--- config.mk ---
export PLATFORM = sky130hd
export DESIGN_NAME = mwj_regs
export DESIGN_NICKNAME = d
export VERILOG_FILES = /design/src/hw/mwj_pkg.sv /design/src/hw/mwj_regs.sv /design/src/hw/mwj_cnt.sv
export VERILOG_INCLUDE_DIRS = /design/src /design/src/hw
export SDC_FILE = /design/constraint.sdc
export NUM_CORES = 1
export LEC_CHECK = 0
export BUFFER_PORTS_ARGS = -buffer_cell sky130_fd_sc_hd__buf_4
export CAP_MARGIN = 20
export CORE_UTILIZATION = 60
export DETAILED_ROUTE_END_ITERATION = 8
export MAX_ROUTING_LAYER = met4
export PLACE_DENSITY = 0.85
export SLEW_MARGIN = 20
export SYNTH_ARGS = -nofsm -noshare
export SYNTH_HDL_FRONTEND = slang
export SYNTH_HIERARCHICAL = 1
export SYNTH_SLANG_ARGS = --single-unit
--- constraint.sdc ---
create_clock -name clk_i -period 4.05 [get_ports clk_i]
set_clock_uncertainty 0.1 [all_clocks]
set_input_delay 1.215 -clock clk_i [delete_from_list [all_inputs] [get_ports clk_i]]
set_output_delay 1.215 -clock clk_i [all_outputs]
set_load 0.005 [all_outputs]
--- src/hw/mwj_cfg.svh ---
// Offsets, field positions, write masks and timing counts for the watchdog/jabber register bank
`ifndef MWJ_CFG_SVH
`define MWJ_CFG_SVH
`define MWJ_OFF_CTRL 8'h78
`define MWJ_OFF_STAT 8'h80
`define MWJ_OFF_IEN 8'h84
`define MWJ_B_RXINV 28
`define MWJ_B_REL_SEL 5
`define MWJ_B_WD_DIS 4
`define MWJ_B_JAB_SEL 2
`define MWJ_B_JAB_IMM 1
`define MWJ_B_JAB_DIS 0
`define MWJ_B_ETX 31
`define MWJ_B_ERX 30
`define MWJ_B_LNK 29
`define MWJ_B_DEF 28
`define MWJ_B_PAU 26
`define MWJ_B_NSUM 16
`define MWJ_B_ASUM 15
`define MWJ_CTRL_WMASK 32'h00000037
`define MWJ_ADD_MASK 32'hf4018000
`define MWJ_CLK_NS 50
`define MWJ_NS_100 10
`define MWJ_NS_10 100
`define MWJ_JAB_FAST_US 2600
`define MWJ_JAB_SLOW_US 26000
`define MWJ_HOLD_FAST_US 42000
`define MWJ_HOLD_SLOW_US 420000
`define MWJ_JAB_BYTES 2560
`define MWJ_WD_BYTES 2560
`define MWJ_REL_SHORT_BT 24
`define MWJ_REL_LONG_BT 48
`define MWJ_US_CYC(us) ((us) * 1000 / `MWJ_CLK_NS)
`define MWJ_BT_CYC(bt, ns) ((((bt) * (ns)) + `MWJ_CLK_NS - 1) / `MWJ_CLK_NS)
`endif

--- src/hw/mwj_pkg.sv ---
// Types shared by the watchdog/jabber register bank
package mwj_pkg;
  typedef struct packed {
    logic tx_in_fifo;
    logic rx_first_desc;
    logic link_change;
    logic tx_deferred;
    logic pause_rx;
  } mwj_events_s;
  typedef enum logic [1:0] {
    MWJ_J_IDLE = 2'b00,
    MWJ_J_RUN = 2'b01,
    MWJ_J_HOLD = 2'b10,
    MWJ_J_WAIT = 2'b11
  } mwj_jab_e;
endpackage : mwj_pkg

--- src/hw/mwj_regs.sv ---
// Watchdog/jabber control and added interrupt registers behind AXI4-Lite
//
// Implementation choice: the AXI4-Lite slave port.
`timescale 1ns/10ps
`include "mwj_cfg.svh"
module mwj_regs #(
  parameter int unsigned JAB_FAST_CYC = `MWJ_US_CYC(`MWJ_JAB_FAST_US),
  parameter int unsigned JAB_SLOW_CYC = `MWJ_US_CYC(`MWJ_JAB_SLOW_US),
  parameter int unsigned HOLD_FAST_CYC = `MWJ_US_CYC(`MWJ_HOLD_FAST_US),
  parameter int unsigned HOLD_SLOW_CYC = `MWJ_US_CYC(`MWJ_HOLD_SLOW_US),
  parameter logic [31:0] MAIN_STAT_RST = 32'h00000000
) (
  // Clock and reset
  input wire logic clk_i,
  input wire logic rst_i,
  // AXI4-Lite write address, data and response
  input wire logic [7:0] s_axi_awaddr_i,
  input wire logic s_axi_awvalid_i,
  output logic s_axi_awready_o,
  input wire logic [31:0] s_axi_wdata_i,
  input wire logic [3:0] s_axi_wstrb_i,
  input wire logic s_axi_wvalid_i,
  output logic s_axi_wready_o,
  output logic [1:0] s_axi_bresp_o,
  output logic s_axi_bvalid_o,
  input wire logic s_axi_bready_i,
  // AXI4-Lite read
  input wire logic [7:0] s_axi_araddr_i,
  input wire logic s_axi_arvalid_i,
  output logic s_axi_arready_o,
  output logic [31:0] s_axi_rdata_o,
  output logic [1:0] s_axi_rresp_o,
  output logic s_axi_rvalid_o,
  input wire logic s_axi_rready_i,
  // Strap from configuration memory, captured when loaded
  input wire logic rx_clock_invert_load_i,
  input wire logic rx_clock_invert_val_i,
  // MAC events and line state
  input wire mwj_pkg::mwj_events_s events_i,
  input wire logic pause_enabled_i,
  input wire logic [14:0] main_status_set_i,
  input wire logic speed_100_i,
  input wire logic tx_active_i,
  input wire logic rx_active_i,
  input wire logic rx_carrier_i,
  input wire logic mii_rx_clk_i,
  // Outputs
  output logic mii_rx_clk_o,
  output logic tx_blocked_o,
  output logic rx_watchdog_expired_o,
  output logic rx_watchdog_release_o,
  output logic irq_o,
  output logic main_normal_summary_o,
  output logic main_abnormal_summary_o
);
  logic [5:0] ctrl;
  logic rx_clock_invert;
  logic [31:0] stat;
  logic [31:0] ien;
  logic [31:0] next_stat;
  logic [31:0] next_ien;
  logic [5:0] next_ctrl;
  logic next_rx_clock_invert;
  logic aw_hold, w_hold, next_aw_hold, next_w_hold;
  logic [7:0] aw_addr, next_aw_addr;
  logic [31:0] w_data, next_w_data;
  logic [3:0] w_strb, next_w_strb;
  logic bvalid, next_bvalid;
  logic aw_rdy, w_rdy, ar_rdy;
  logic rvalid, next_rvalid;
  logic [31:0] rdata, next_rdata;
  logic [1:0] rresp, next_rresp, bresp, next_bresp;
  logic do_wr;
  logic [31:0] wmask;
  logic [31:0] ev_vec;
  mwj_pkg::mwj_jab_e jst, next_jst;
  logic jab_clr, jab_done, hold_clr, hold_done, wd_done, rel_done;
  logic [23:0] jab_lim, hold_lim, wd_lim, rel_lim;
  logic next_tx_blocked, next_wd_exp, next_wd_rel, next_irq, next_ns, next_as, next_rxc;

  // Write happens once address and data both held
  assign do_wr = aw_hold && w_hold && !bvalid;
  always_comb begin
    for (int i = 0; i < 4; i++) begin
      wmask[i*8 +: 8] = {8{w_strb[i]}};
    end
  end

  // Bus channel next state
  always_comb begin
    next_aw_hold = aw_hold;
    next_w_hold = w_hold;
    next_aw_addr = aw_addr;
    next_w_data = w_data;
    next_w_strb = w_strb;
    next_bvalid = bvalid;
    next_bresp = bresp;
    next_rvalid = rvalid;
    next_rdata = rdata;
    next_rresp = rresp;
    if (s_axi_awvalid_i && !aw_hold) begin
      next_aw_hold = 1'b1;
      next_aw_addr = s_axi_awaddr_i;
    end
    if (s_axi_wvalid_i && !w_hold) begin
      next_w_hold = 1'b1;
      next_w_data = s_axi_wdata_i;
      next_w_strb = s_axi_wstrb_i;
    end
    if (do_wr) begin
      next_aw_hold = 1'b0;
      next_w_hold = 1'b0;
      next_bvalid = 1'b1;
      next_bresp = (aw_addr == `MWJ_OFF_CTRL || aw_addr == `MWJ_OFF_STAT ||
                    aw_addr == `MWJ_OFF_IEN) ? 2'h0 : 2'h2;
    end else if (bvalid && s_axi_bready_i) begin
      next_bvalid = 1'b0;
    end
    if (s_axi_arvalid_i && !rvalid) begin
      next_rvalid = 1'b1;
      next_rresp = 2'h0;
      unique case (s_axi_araddr_i)
        `MWJ_OFF_CTRL: next_rdata = {3'h0, rx_clock_invert, 22'h0, ctrl};
        `MWJ_OFF_STAT: next_rdata = stat;
        `MWJ_OFF_IEN: next_rdata = ien;
        default: begin
          next_rdata = 32'h00000000;
          next_rresp = 2'h2;
        end
      endcase
    end else if (rvalid && s_axi_rready_i) begin
      next_rvalid = 1'b0;
    end
  end

  // Event vector at status positions
  always_comb begin
    ev_vec = 32'h00000000;
    ev_vec[`MWJ_B_ETX] = events_i.tx_in_fifo && ien[`MWJ_B_ETX];
    ev_vec[`MWJ_B_ERX] = events_i.rx_first_desc && ien[`MWJ_B_ERX];
    ev_vec[`MWJ_B_LNK] = events_i.link_change;
    ev_vec[`MWJ_B_DEF] = events_i.tx_deferred;
    ev_vec[`MWJ_B_PAU] = events_i.pause_rx && pause_enabled_i;
    ev_vec[14:0] = main_status_set_i;
    ev_vec[`MWJ_B_NSUM] = ev_vec[`MWJ_B_ETX] | ev_vec[`MWJ_B_ERX];
    ev_vec[`MWJ_B_ASUM] = ev_vec[`MWJ_B_LNK] | ev_vec[`MWJ_B_DEF] |
                          ev_vec[`MWJ_B_PAU];
  end

  // Register file next values
  always_comb begin
    next_ctrl = ctrl;
    next_ien = ien;
    next_stat = stat;
    next_rx_clock_invert = rx_clock_invert;
    if (rx_clock_invert_load_i) begin
      next_rx_clock_invert = rx_clock_invert_val_i;
    end
    if (do_wr && aw_addr == `MWJ_OFF_CTRL) begin
      next_ctrl = (ctrl & ~wmask[5:0]) | (w_data[5:0] & wmask[5:0] &
                  6'(`MWJ_CTRL_WMASK));
    end
    if (do_wr && aw_addr == `MWJ_OFF_IEN) begin
      next_ien = (w_data & wmask & (`MWJ_ADD_MASK | 32'h00007fff)) |
                 (ien & ~wmask);
    end
    if (do_wr && aw_addr == `MWJ_OFF_STAT) begin
      next_stat = stat & ~(w_data & wmask);
    end
    next_stat = next_stat | ev_vec;
  end

  // Register file and bus registers
  always_ff @(posedge clk_i) begin
    if (rst_i) begin
      ctrl <= 6'h00;
      ien <= 32'h00000000;
      stat <= MAIN_STAT_RST;
      rx_clock_invert <= 1'b0;
      aw_hold <= 1'b0;
      aw_rdy <= 1'b1;
      w_rdy <= 1'b1;
      ar_rdy <= 1'b1;
      w_hold <= 1'b0;
      aw_addr <= 8'h00;
      w_data <= 32'h00000000;
      w_strb <= 4'h0;
      bvalid <= 1'b0;
      bresp <= 2'h0;
      rvalid <= 1'b0;
      rdata <= 32'h00000000;
      rresp <= 2'h0;
    end else begin
      ctrl <= next_ctrl;
      ien <= next_ien;
      stat <= next_stat;
      rx_clock_invert <= next_rx_clock_invert;
      aw_hold <= next_aw_hold;
      aw_rdy <= !next_aw_hold;
      w_rdy <= !next_w_hold;
      ar_rdy <= !next_rvalid;
      w_hold <= next_w_hold;
      aw_addr <= next_aw_addr;
      w_data <= next_w_data;
      w_strb <= next_w_strb;
      bvalid <= next_bvalid;
      bresp <= next_bresp;
      rvalid <= next_rvalid;
      rdata <= next_rdata;
      rresp <= next_rresp;
    end
  end

  // Jabber and release limits by select and speed; hold-off and watchdog limits by speed alone
  always_comb begin
    if (ctrl[`MWJ_B_JAB_SEL]) begin
      jab_lim = 24'(`MWJ_BT_CYC(`MWJ_JAB_BYTES * 8,
                speed_100_i ? `MWJ_NS_100 : `MWJ_NS_10));
    end else begin
      jab_lim = speed_100_i ? 24'(JAB_FAST_CYC) : 24'(JAB_SLOW_CYC);
    end
    hold_lim = speed_100_i ? 24'(HOLD_FAST_CYC) : 24'(HOLD_SLOW_CYC);
    wd_lim = 24'(`MWJ_BT_CYC(`MWJ_WD_BYTES * 8, speed_100_i ? `MWJ_NS_100 : `MWJ_NS_10));
    rel_lim = ctrl[`MWJ_B_REL_SEL] ?
      24'(`MWJ_BT_CYC(`MWJ_REL_LONG_BT, speed_100_i ? `MWJ_NS_100 : `MWJ_NS_10)) :
      24'(`MWJ_BT_CYC(`MWJ_REL_SHORT_BT, speed_100_i ? `MWJ_NS_100 : `MWJ_NS_10));
  end

  // Jabber state machine
  always_comb begin
    next_jst = jst;
    jab_clr = 1'b1;
    hold_clr = 1'b1;
    unique case (jst)
      mwj_pkg::MWJ_J_IDLE: begin
        if (tx_active_i && !ctrl[`MWJ_B_JAB_DIS]) begin
          next_jst = mwj_pkg::MWJ_J_RUN;
        end
      end
      mwj_pkg::MWJ_J_RUN: begin
        jab_clr = 1'b0;
        if (ctrl[`MWJ_B_JAB_DIS] || !tx_active_i) begin
          next_jst = mwj_pkg::MWJ_J_IDLE;
        end else if (jab_done) begin
          next_jst = ctrl[`MWJ_B_JAB_IMM] ? mwj_pkg::MWJ_J_WAIT : mwj_pkg::MWJ_J_HOLD;
        end
      end
      mwj_pkg::MWJ_J_HOLD: begin
        hold_clr = 1'b0;
        if (ctrl[`MWJ_B_JAB_DIS]) begin
          next_jst = mwj_pkg::MWJ_J_IDLE;
        end else if (hold_done) begin
          next_jst = mwj_pkg::MWJ_J_WAIT;
        end
      end
      mwj_pkg::MWJ_J_WAIT: begin
        if (!tx_active_i) begin
          next_jst = mwj_pkg::MWJ_J_IDLE;
        end
      end
    endcase
  end

  mwj_cnt #(.W(24)) u_jab (.clk_i(clk_i), .rst_i(rst_i), .clr_i(jab_clr),
    .run_i(tx_active_i), .limit_i(jab_lim), .done_o(jab_done));
  mwj_cnt #(.W(24)) u_hold (.clk_i(clk_i), .rst_i(rst_i), .clr_i(hold_clr),
    .run_i(1'b1), .limit_i(hold_lim), .done_o(hold_done));
  mwj_cnt #(.W(24)) u_wd (.clk_i(clk_i), .rst_i(rst_i),
    .clr_i(!rx_active_i || ctrl[`MWJ_B_WD_DIS]), .run_i(1'b1), .limit_i(wd_lim),
    .done_o(wd_done));
  mwj_cnt #(.W(24)) u_rel (.clk_i(clk_i), .rst_i(rst_i), .clr_i(rx_carrier_i),
    .run_i(1'b1), .limit_i(rel_lim), .done_o(rel_done));

  // Output next values
  always_comb begin
    next_tx_blocked = (next_jst == mwj_pkg::MWJ_J_HOLD);
    next_wd_exp = wd_done && !ctrl[`MWJ_B_WD_DIS];
    next_wd_rel = rel_done;
    next_irq = |(next_stat & next_ien);
    next_ns = ien[`MWJ_B_NSUM] && (next_stat[`MWJ_B_ETX] | next_stat[`MWJ_B_ERX]);
    next_as = ien[`MWJ_B_ASUM] && (next_stat[`MWJ_B_PAU] | next_stat[`MWJ_B_DEF] |
              next_stat[`MWJ_B_LNK]);
    next_rxc = mii_rx_clk_i ^ next_rx_clock_invert;
  end

  // Output and state registers
  always_ff @(posedge clk_i) begin
    if (rst_i) begin
      jst <= mwj_pkg::MWJ_J_IDLE;
      tx_blocked_o <= 1'b0;
      rx_watchdog_expired_o <= 1'b0;
      rx_watchdog_release_o <= 1'b0;
      irq_o <= 1'b0;
      main_normal_summary_o <= 1'b0;
      main_abnormal_summary_o <= 1'b0;
      mii_rx_clk_o <= 1'b0;
    end else begin
      jst <= next_jst;
      tx_blocked_o <= next_tx_blocked;
      rx_watchdog_expired_o <= next_wd_exp;
      rx_watchdog_release_o <= next_wd_rel;
      irq_o <= next_irq;
      main_normal_summary_o <= next_ns;
      main_abnormal_summary_o <= next_as;
      mii_rx_clk_o <= next_rxc;
    end
  end

  // Bus outputs
  assign s_axi_awready_o = aw_rdy;
  assign s_axi_wready_o = w_rdy;
  assign s_axi_bvalid_o = bvalid;
  assign s_axi_bresp_o = bresp;
  assign s_axi_arready_o = ar_rdy;
  assign s_axi_rvalid_o = rvalid;
  assign s_axi_rdata_o = rdata;
  assign s_axi_rresp_o = rresp;

  // Checks
  property p_latch;
    @(posedge clk_i) disable iff (rst_i)
      stat[`MWJ_B_LNK] && !(do_wr && aw_addr == `MWJ_OFF_STAT) |=> stat[`MWJ_B_LNK];
  endproperty
  a_latch: assert property (p_latch) else $error("status bit lost");
  property p_early_gate;
    @(posedge clk_i) disable iff (rst_i)
      !$past(stat[`MWJ_B_ETX]) && stat[`MWJ_B_ETX] |-> $past(ien[`MWJ_B_ETX]);
  endproperty
  a_early_gate: assert property (p_early_gate) else $error("early tx set while disabled");
  property p_irq;
    @(posedge clk_i) disable iff (rst_i) irq_o == |(stat & ien);
  endproperty
  a_irq: assert property (p_irq) else $error("irq mismatch");
  property p_jbd;
    @(posedge clk_i) disable iff (rst_i) ctrl[`MWJ_B_JAB_DIS] |=> jst != mwj_pkg::MWJ_J_HOLD;
  endproperty
  a_jbd: assert property (p_jbd) else $error("jabber active while disabled");
  property p_nj;
    @(posedge clk_i) disable iff (rst_i)
      jst == mwj_pkg::MWJ_J_RUN && ctrl[`MWJ_B_JAB_IMM] |=> jst != mwj_pkg::MWJ_J_HOLD;
  endproperty
  a_nj: assert property (p_nj) else $error("hold-off with immediate re-enable");
  property p_rwd;
    @(posedge clk_i) disable iff (rst_i) ctrl[`MWJ_B_WD_DIS] |=> !rx_watchdog_expired_o;
  endproperty
  a_rwd: assert property (p_rwd) else $error("watchdog expired while disabled");
  property p_sum;
    @(posedge clk_i) disable iff (rst_i) stat[`MWJ_B_LNK] && !$past(stat[`MWJ_B_LNK])
      |-> stat[`MWJ_B_ASUM];
  endproperty
  a_sum: assert property (p_sum) else $error("abnormal summary missing");
  property p_rxc;
    @(posedge clk_i) disable iff (rst_i) 1'b1 |=> mii_rx_clk_o ==
      ($past(mii_rx_clk_i) ^ rx_clock_invert);
  endproperty
  a_rxc: assert property (p_rxc) else $error("rx clock polarity wrong");
  c_hold: cover property (@(posedge clk_i) jst == mwj_pkg::MWJ_J_HOLD);
  c_irq: cover property (@(posedge clk_i) irq_o);
  c_wd: cover property (@(posedge clk_i) rx_watchdog_expired_o);
endmodule : mwj_regs

--- src/hw/mwj_cnt.sv ---
// Saturating cycle counter with clear and terminal flag
`timescale 1ns/10ps
module mwj_cnt #(
  parameter int W = 24
) (
  // Clock and reset
  input wire logic clk_i,
  input wire logic rst_i,
  // Control
  input wire logic clr_i,
  input wire logic run_i,
  input wire logic [W-1:0] limit_i,
  // Result
  output logic done_o
);
  logic [W-1:0] cnt;
  logic [W-1:0] next_cnt;

  // Next count, held at limit
  always_comb begin
    next_cnt = cnt;
    if (clr_i) begin
      next_cnt = '0;
    end else if (run_i && cnt < limit_i) begin
      next_cnt = cnt + {{(W-1){1'b0}}, 1'b1};
    end
  end

  // Count register
  always_ff @(posedge clk_i) begin
    if (rst_i) begin
      cnt <= '0;
    end else begin
      cnt <= next_cnt;
    end
  end

  assign done_o = (cnt >= limit_i) && !clr_i;
endmodule : mwj_cnt

# After elaboration in Yosys (flattened, before gate mapping)
# Cells that the tools add are included.
[totals]
ff_bits = 263
latch_bits = 0
ram_bits = 0
mem_bits_ro = 0
inputBits = 87
output_inout_bits = 48
word_cells = 158
memories = 0
[op_classes]
n_addsub = 10
mul = 3
div = 3
n_lt_le_gt_ge = 8
n_eq_ne = 10
shifts = 0
muxes = 27
bitwise_logic = 21
reduce_logical = 47
[op_table]
columns = ["operator", "n"]
rows = [
  ["32-bit AND", 4],
  ["24-bit by 1-bit adder with 24-bit output, second input constant", 4],
  ["32-bit by 7-bit divider with 32-bit output, second input constant", 3],
  ["24-bit >= comparator", 4],
  ["24-bit < comparator", 4],
  ["32-bit one-hot mux with 3 select lines", 1],
  ["24-bit two-way mux", 3],
  ["32-bit by 7-bit adder with 32-bit output, second input constant", 2],
  ["32-bit two-way mux", 2],
  ["32-bit inverter", 2],
  ["32-bit OR", 2],
  ["32-bit by 2-bit subtractor with 32-bit output, second input constant", 2],
  ["8-bit equality test, second input constant", 4],
  ["3-bit by 32-bit multiplier with 28-bit output, first input constant", 1],
  ["4-bit by 32-bit multiplier with 20-bit output, first input constant", 1],
  ["32-bit OR reduction", 1],
  ["1-bit logical AND", 22],
  ["19-bit two-way mux", 1],
  ["8-bit by 7-bit equality test with 1-bit output, second input constant", 2],
  ["2-bit two-way mux", 8],
  ["13-bit by 1-bit subtractor with 14-bit output, second input constant", 1],
  ["12-bit by 6-bit adder with 13-bit output, second input constant", 1],
  ["1-bit zero test", 13],
  ["6-bit AND", 2],
  ["16 further kinds", 39],
]

# Longest topological paths before layout
# Gate-level depths: netlist of run 1.
[depth]
ltp_word = 12
mapped_depth = 15
depth_no_buf = 15

# Cells and area by module
# Netlist of run 1, hierarchy kept.
[modules_own_cells]
columns = ["mod", "instances", "cells_per_inst", "area_each_um2", "seq_area_each_um2"]
rows = [
  ["mwj_cnt", 4, 237, 1934.4, 480.5],
  ["mwj_regs", 1, 773, 6723.9, 3303.2],
]

# Least setup slack after synthesis of run 1
# OpenSTA, ideal clock, no wires.
[synth_timing]
path_kind = "input-to-reg"
startpoint = "input port speed_100_i"
endpoint = "register u_rel.cnt[9]"
setup_ns = 0.071
t_arrival_ns = 3.541
required_time_ns = 3.879
path_slack_ns = 0.338
stages = 11
n_path_buf = 1
cell_sequence = "inv_1 -> ha_1 -> or3_1 -> inv_1 -> ha_1 -> nand3_1 -> a21boi_0 -> o31a_2 -> clkbuf_1 -> or4_1 -> a21oi_1"
[synth_between]
elab_chain_cells = 7
elab_cells_between_ends = 11
cone_classes = "4 x add/sub; 2 x mul; 2 x div; 1 x order compare; 2 x mux"
[synth_rtl]
columns = ["element", "line_no", "text"]
rows = [
  ["from (decl)", "mwj_regs.sv:42", "input wire logic speed_100_i,"],
  ["7-bit two-way mux (no line) (*)", "-", ""],
  ["3-bit by 32-bit multiplier with 28-bit output (no line) / 2-bit by 7-bit multiplier with 9-bit output (equally long branches)", "-", ""],
  ["32-bit by 7-bit adder with 32-bit output (no line) / 12-bit by 6-bit adder with 13-bit output (equally long branches)", "-", ""],
  ["32-bit by 2-bit subtractor with 32-bit output (no line) / 13-bit by 1-bit subtractor with 14-bit output (equally long branches)", "-", ""],
  ["32-bit by 7-bit divider with 32-bit output (no line)", "-", ""],
  ["24-bit two-way mux (*)", "mwj_regs.sv:224", "rel_lim = ctrl[`MWJ_B_REL_SEL] ?"],
  ["via rel_lim[6]", "mwj_regs.sv:78", "logic [23:0] jab_lim, hold_lim, wd_lim, rel_lim;"],
  ["24-bit < comparator (*)", "mwj_cnt.sv:24", "end else if (run_i && cnt < limit_i) begin"],
  ["to (signal assigned)", "mwj_cnt.sv:34", "cnt <= next_cnt;"],
  ["to (decl)", "mwj_cnt.sv:16", "logic [W-1:0] cnt;"],
]
# Mark *: on every way through the listed nets, which the timed path passes. The rest lies on a longest branch.
# A chain may end at the register's enable or synchronous reset.

# Worst setup path in the final report of run 1
[layout_timing]
startpoint = "input port speed_100_i"
endpoint = "register u_rel.cnt[12]"
# The elaborated chain is that of the path after synthesis.

==> results.cfg, run 1 <==
[clocking]
postCtsSetupBuffers = 0
cells_resized_by_post_cts_repair = 0
tritoncts_clock_tree = yes
clkLatencyLatePin_ps = 570
cts_root_buf = sky130_fd_sc_hd__clkbuf_16
cts_made_buffers = 28
cts_htree_levels = 1
cts-root-to-sink-buffers = 3
path_clk_slew_ps = 60
numClockSinks = 261
hold_buffers = 0

[synth]
synth_cells = 1721
synth-seq-cells = 261
ys_seq_area_share_pct = 36.1
number_of_synthesized_flops_with_an_enable_pin = 0
synth_warnings = 6
netlist_area_um2 = 14500
synth_cell_types = 68
dominantRegCellSynth = sky130_fd_sc_hd__dfxtp_1
synth_largest_area_cell = sky130_fd_sc_hd__dfxtp_1
synth_area_leaders = sky130_fd_sc_hd__dfxtp_1 (36%), sky130_fd_sc_hd__ha_1 (9.3%), sky130_fd_sc_hd__a21oi_1 (6.8%)
synth_top_cell_area_share_pct = 36.1
postSynth.asyncResetShare_pct = 0
synth_area_per_cell_um2 = 8.40

[routing]
drc = 0
dr.pass1.iters = 7
drt-vias-per-instance = 6.07
first_iter_violations = 1014
antenna_violating_nets_left = 0
detail_route.wirelength_um = 37900
via_count = 13600
post_drt_wl_per_cell_um = 17.0

[run]
drv_cap = 0

[setup_path]
crit_path_max_fanout = 19
crit_path_cell_trace = buf_4 -> inv_1 -> ha_1 -> or3_1 -> inv_1 -> ha_1 -> nand3_1 -> a21boi_0 -> o31a_2 -> buf_4 -> or4_1 -> a21oi_1
endpoint_kind = flip-flop
worst-endpoint-required_ps = 4420
worst_path_max_delay_cell = sky130_fd_sc_hd__or4_1
cp_top_delay_family = simple AND/OR/NAND/NOR gates
worst-path-buf-inv = 4
cp_data_arrival_time_ps = 3920
critPathLaunchType = input pin
critical_path_class = input pin to flip-flop
crit_path_max_incr_delay_ps = 520

[timing]
report.final.setup_viol = 0
fmax_mhz = 282
rsz0062_at_grt = false
finalWorstPathRequiredPeriod_ps = 3550
tightest_slew_ps = 882
final_max_slew_viol_count = 0
post-route-period-util_pct = 87.6
fin_setup_tns_ps = 0
timing.final.hold_violations = 0
maxSlewHeadroom_pct = 41.2

[place]
gp_routability_congestion = 0.892
io_buffer_count = 132
detailed_place.area_um2 = 15900
post-dp-hpwl_um = 26600

[pwr]
static-leakage-power_nw = 6.82
peakVddDrop_uv = 354
p_per_area_nw_per_um2 = 339

[global_route]
initial_antenna_violation_count = 0
congestion_overflow_gr = 0
grt_pass1_vias = 12700
grt_max_degree = 80
grt_pass1_wl_um = 61800
gr-usage-all-layers_pct = 31.4

[floorplan]
floorplan.initialDensity_pct = 61.4
boundaryPins = 135
die-area_um2 = 24700
rows = 56
die_width_um = 157
fp.dieH_um = 157
core_region_area_um2 = 23500

[outcome]
outcome = complete, no violations

[finish]
final_net_count = 2085
final_layout_size_suffix_gt1_share_pct = 16.8
antenna_cells = 0
post-route-cell-area_um2 = 16900
layout-area-overhead-vs-synth_pct = 16.9

[hold_path]
holdCritPathClass = flip-flop to flip-flop
[registers in the layout, summed over array words and instances, names as in the netlist, 2 cells and up, named ones only]
name / flops
aw_addr: 8
ien: 32
jst: 2
s_axi_rdata_o: 32
stat: 32
u_hold/cnt: 24
u_jab/cnt: 24
u_rel/cnt: 24
u_wd/cnt: 24
w_data: 32
w_strb: 4
[cells in the final DEF, fill, tap and decap left out, types with 8 or more instances in the layout]
cell / netlist / layout
sky130_fd_sc_hd__or3_1: 13 / 13
sky130_fd_sc_hd__mux2_2: 31 / 31
sky130_fd_sc_hd__nand2_1: 168 / 168
sky130_fd_sc_hd__nor2_1: 101 / 101
sky130_fd_sc_hd__mux2i_1: 39 / 39
sky130_fd_sc_hd__ha_1: 107 / 107
sky130_fd_sc_hd__buf_4: 4 / 168
sky130_fd_sc_hd__and2_1: 12 / 12
sky130_fd_sc_hd__and4_1: 12 / 12
sky130_fd_sc_hd__nor3_1: 14 / 14
sky130_fd_sc_hd__and3_2: 12 / 12
sky130_fd_sc_hd__o22ai_1: 12 / 12
sky130_fd_sc_hd__or4_1: 76 / 76
sky130_fd_sc_hd__clkbuf_16: 0 / 28
sky130_fd_sc_hd__o31ai_1: 80 / 80
sky130_fd_sc_hd__and3_1: 25 / 25
sky130_fd_sc_hd__nor2b_1: 14 / 12
sky130_fd_sc_hd__o21ai_0: 21 / 21
sky130_fd_sc_hd__nand3_1: 109 / 109
sky130_fd_sc_hd__and4_2: 16 / 16
sky130_fd_sc_hd__o41ai_1: 8 / 8
sky130_fd_sc_hd__nand2b_1: 12 / 12
sky130_fd_sc_hd__dfxtp_1: 261 / 261
sky130_fd_sc_hd__a21oi_1: 196 / 196
sky130_fd_sc_hd__conb_1: 2 / 71
sky130_fd_sc_hd__inv_1: 115 / 115
sky130_fd_sc_hd__o211ai_1: 8 / 8
sky130_fd_sc_hd__nand4_1: 41 / 41
[worst paths after layout]
path	to	slack (ps)	cells past startpoint	start
setup / recovery	u_rel/cnt[12]$_SDFFE_PP0P_	500	12	speed_100_i
hold / removal	stat[21]$_SDFF_PP0_	350	2	stat[21]$_SDFF_PP0_
setup reg to reg	u_rel/cnt[12]$_SDFFE_PP0P_	850	11	flip-flop
hold reg to reg	stat[21]$_SDFF_PP0_	350	2	stat[21]$_SDFF_PP0_
[layout make-up]
class	instances	area, um2
timing repair buffer	170	1300
sequential	261	5230
tap	319	399
inverter	115	432
clock inverter	13	158
clock buffer	39	802
multi-input combinational	1315	8580
fill	1814	6640
[worst reg2reg max path: stages, from the launching register on]
cell                       delay, ps
sky130_fd_sc_hd__dfxtp_1         480
sky130_fd_sc_hd__inv_1           160
sky130_fd_sc_hd__ha_1            220
sky130_fd_sc_hd__or3_1           310
sky130_fd_sc_hd__inv_1            70
sky130_fd_sc_hd__ha_1            240
sky130_fd_sc_hd__nand3_1          80
sky130_fd_sc_hd__a21boi_0        130
sky130_fd_sc_hd__o31a_2          420
sky130_fd_sc_hd__buf_4           220
sky130_fd_sc_hd__or4_1           520
sky130_fd_sc_hd__a21oi_1         150
[cell usage after synthesis, drive strengths merged (5+ instances only)]
| cell | instances |
|---|---|
| and2 | 12 |
| and4b | 5 |
| nand3 | 111 |
| nor3b | 5 |
| nor2 | 101 |
| a211oi | 5 |
| clkbuf | 65 |
| a211o | 5 |
| o31ai | 80 |
| a41oi | 5 |
| o41ai | 8 |
| a31oi | 5 |
| or4 | 80 |
| buf | 30 |
| mux2 | 31 |
| dfxtp | 261 |
| nand4 | 48 |
| o21ai | 21 |
| o22ai | 12 |
| o211ai | 8 |
| nand2 | 168 |
| a21oi | 201 |
| nand2b | 12 |
| or3 | 13 |
| and4 | 32 |
| o311ai | 5 |
| or2 | 6 |
| a221oi | 7 |
| nor4 | 9 |
| nor3 | 14 |
| ha | 107 |
| mux2i | 39 |
| inv | 115 |
| and3 | 41 |
| nor2b | 14 |
[through the flow]
step | std cells | util, % | hold WS, ps | worst slack, ps | total power, W
final | 2232 | 71.8 | 350 | 504 | 0.00572
after global routing | 2232 | 71.8 | 370 | 312 | 0.00593
after CTS | 2232 | 71.8 | 348 | 498 | 0.00574
after detailed placement | 2180 | 67.7 | 337 | -42.9 | 0.00316
after global placement | 2180 | 67.7 | 329 | 47.2 | 0.00314
after floorplan | 1790 | - | 318 | 338 | 0.00298
[power by group]
part           internal (W)  switching (W)
clock               0.00152        0.00108
combinational      0.000184       0.000262
sequential          0.00262      0.0000493
[cells by family (layout without fill, tap and decap cells)]
family | Yosys count | count (layout) | synth area share [%]
buffers and inverters | 214 | 337 | 6.39
xor gates and xnor gates | 1 | 1 | 0.0606
DFF | 261 | 261 | 36.1
AOI/OAI and AO/OA | 391 | 391 | 17.0
adders and majority gates | 107 | 107 | 9.26
other | 2 | 71 | 0.0519
muxes | 70 | 70 | 5.11
and+or+nand+nor | 675 | 675 | 26.0
[metal layers]
| metal | part of all wire [%] | up-vias | GRT usage, % |
|---|---|---|---|
| li1 | - | 6618 | - |
| met1 | 42 | 6385 | 38.4 |
| met2 | 48 | 450 | 52.0 |
| met3 | 5.8 | 101 | 4.71 |
| met4 | 3.8 | 0 | 12.4 |
| met5 | 0 | - | - |
(Power assumes the default switching activity.)
==> run 2, diff against run 1 <==
--- a/config.mk
+++ b/config.mk
@@ -10,7 +10,6 @@
 export CAP_MARGIN = 20
 export CORE_UTILIZATION = 60
 export DETAILED_ROUTE_END_ITERATION = 8
-export MAX_ROUTING_LAYER = met4
 export PLACE_DENSITY = 0.85
 export SLEW_MARGIN = 20
 export SYNTH_ARGS = -nofsm -noshare
==> results.cfg, run 2 (synthesis gave the netlist of run 1 again) <==
[finish]
final_cells = 2220
layout_commonest_cell = sky130_fd_sc_hd__dfxtp_1
layout_common_cells = sky130_fd_sc_hd__dfxtp_1 (261), sky130_fd_sc_hd__a21oi_1 (196), sky130_fd_sc_hd__nand2_1 (168), sky130_fd_sc_hd__buf_4 (164), sky130_fd_sc_hd__inv_1 (115)
final_layout_size_suffix_gt1_share_pct = 16.5
post-route-cell-area_um2 = 16800
antenna_cells = 0
layout-area-overhead-vs-synth_pct = 15.9
final_net_count = 2080

[global_route]
gr-usage-all-layers_pct = 30.4
congestion_overflow_gr = 0
initial_antenna_violation_count = 0
grt_max_degree = 96
grt_pass1_wl_um = 61700
grt_pass1_vias = 12800

[outcome]
outcome = complete, no violations

[setup_path]
timing.rr.end = u_rel/cnt[5]$_SDFFE_PP0P_
crit_start = speed_100_i
destination_of_the_critical_timing_path = u_rel/cnt[18]$_SDFFE_PP0P_
endpoint_kind = flip-flop
critical_path_class = input pin to flip-flop
worst-endpoint-required_ps = 4420
timing.rr.start = u_rel/cnt[13]$_SDFFE_PP0P_
reg2reg_depth = 8
cp_data_arrival_time_ps = 3940
critPathLaunchType = input pin
crit_path_max_fanout = 24
reg2reg_setup_slack_ps = 740

[timing]
report.final.setup_viol = 0
maxSlewHeadroom_pct = 30.5
finalWorstPathRequiredPeriod_ps = 3570
post-route-period-util_pct = 88.0
fmax_mhz = 280
tightest_slew_ps = 1040
final_max_slew_viol_count = 0
timing.final.hold_violations = 0
rsz0062_at_grt = false

[pwr]
static-leakage-power_nw = 6.74
totalPowerFinal_w = 0.00555
peakVddDrop_uv = 335
p_per_area_nw_per_um2 = 331

[clocking]
tritoncts_clock_tree = yes
path_clk_slew_ps = 60
clkLatencyLatePin_ps = 550
cts_made_buffers = 27
cts_root_buf = sky130_fd_sc_hd__clkbuf_16
postCtsSetupBuffers = 0
hold_buffers = 0
numClockSinks = 261
cts-root-to-sink-buffers = 3
cells_resized_by_post_cts_repair = 0
cts_htree_levels = 1

[floorplan]
die_width_um = 157
core_region_area_um2 = 23500
boundaryPins = 135
fp.dieH_um = 157
rows = 56
die-area_um2 = 24700
floorplan.initialDensity_pct = 61.4

[routing]
dr.max_layer_used = met4
dr_wl_met3_um = 2630
dr.pass1.iters = 7
via_count = 13700
first_iter_violations = 1015
post_drt_wl_per_cell_um = 17.1
post_route_met1_wirelength_um = 15800
drt-vias-per-instance = 6.16
drc = 0
detailroute.wirelength.met2_um = 18600
detail_route.wirelength_um = 38000
antenna_violating_nets_left = 0

[place]
io_buffer_count = 132
post-dp-hpwl_um = 26800
dp.cells = 2176
detailed_place.area_um2 = 15900
gp_routability_congestion = 0.885

[run]
drv_cap = 0

[hold_path]
holdCritPathClass = flip-flop to flip-flop
## run 2: cell count changes in the layout (fill, tap and decap cells not counted), sizes merged
cell	delta
buf	-4
bufinv	-1
clkbuf	-6
clkinv	-4
clkinvlp	+3
## run 2: worst min-delay path by stage
stage                                               endpoint  depth (start not counted)  slack, ps                start
final                                    stat[19]$_SDFF_PP0_                          2        350  stat[19]$_SDFF_PP0_
after global routing                     stat[21]$_SDFF_PP0_                          2        370  stat[21]$_SDFF_PP0_
after CTS                                stat[27]$_SDFF_PP0_                          2        350  stat[27]$_SDFF_PP0_
after detailed placement                 stat[19]$_SDFF_PP0_                          2        330  stat[19]$_SDFF_PP0_
after global placement                   stat[20]$_SDFF_PP0_                          2        330  stat[20]$_SDFF_PP0_
after floorplan           main_abnormal_summary_o$_SDFF_PP0_                          2        320   ien[15]$_SDFF_PP0_
## run 2: power breakdown
| part | total [W] | switching [W] | internal [W] |
|---|---|---|---|
| clock network | 0.00243 | 0.00106 | 0.00137 |
| registers | 0.00267 | 0.0000481 | 0.00262 |
| logic | 0.000447 | 0.000265 | 0.000182 |
| total | 0.00555 | 0.00137 | 0.00418 |
## run 2: through the flow
step           setup TNS [ps]  hold slack, ps  worst slack (ps)  utilization (%)
6_report                    0             349               485             71.2
5_1_grt                     0             368               301             71.2
3_3_place_gp                0             327              46.8             67.6
3_5_place_dp             -254             333             -48.6             67.6
2_1_floorplan               0             318               338                -
4_1_cts                     0             347               532             71.2
## run 2: per-layer routing
layer	track usage [%]	up-vias
li1	-	6591
met1	37.9	6450
met2	53.7	552
met3	3.99	88
met4	10.7	0
met5	0	-
## run 2: worst max-delay path: stages
cell and delay, ps:
sky130_fd_sc_hd__buf_4 140, sky130_fd_sc_hd__inv_1 170, sky130_fd_sc_hd__ha_1 270, sky130_fd_sc_hd__or3_1 340
sky130_fd_sc_hd__inv_1 60, sky130_fd_sc_hd__ha_1 230, sky130_fd_sc_hd__nand3_1 90, sky130_fd_sc_hd__a21boi_0 130
sky130_fd_sc_hd__o31a_2 390, sky130_fd_sc_hd__buf_4 210, sky130_fd_sc_hd__or4_1 510, sky130_fd_sc_hd__a21oi_1 160
## run 2: final cells by class
type | count | area, um2
Clock inverter | 11 | 106
Fill cell | 1811 | 6780
Timing Repair Buffer | 166 | 1270
Multi-Input combinational cell | 1315 | 8580
Tap cell | 319 | 399
Sequential cell | 261 | 5230
Clock buffer | 33 | 748
Inverter | 115 | 432
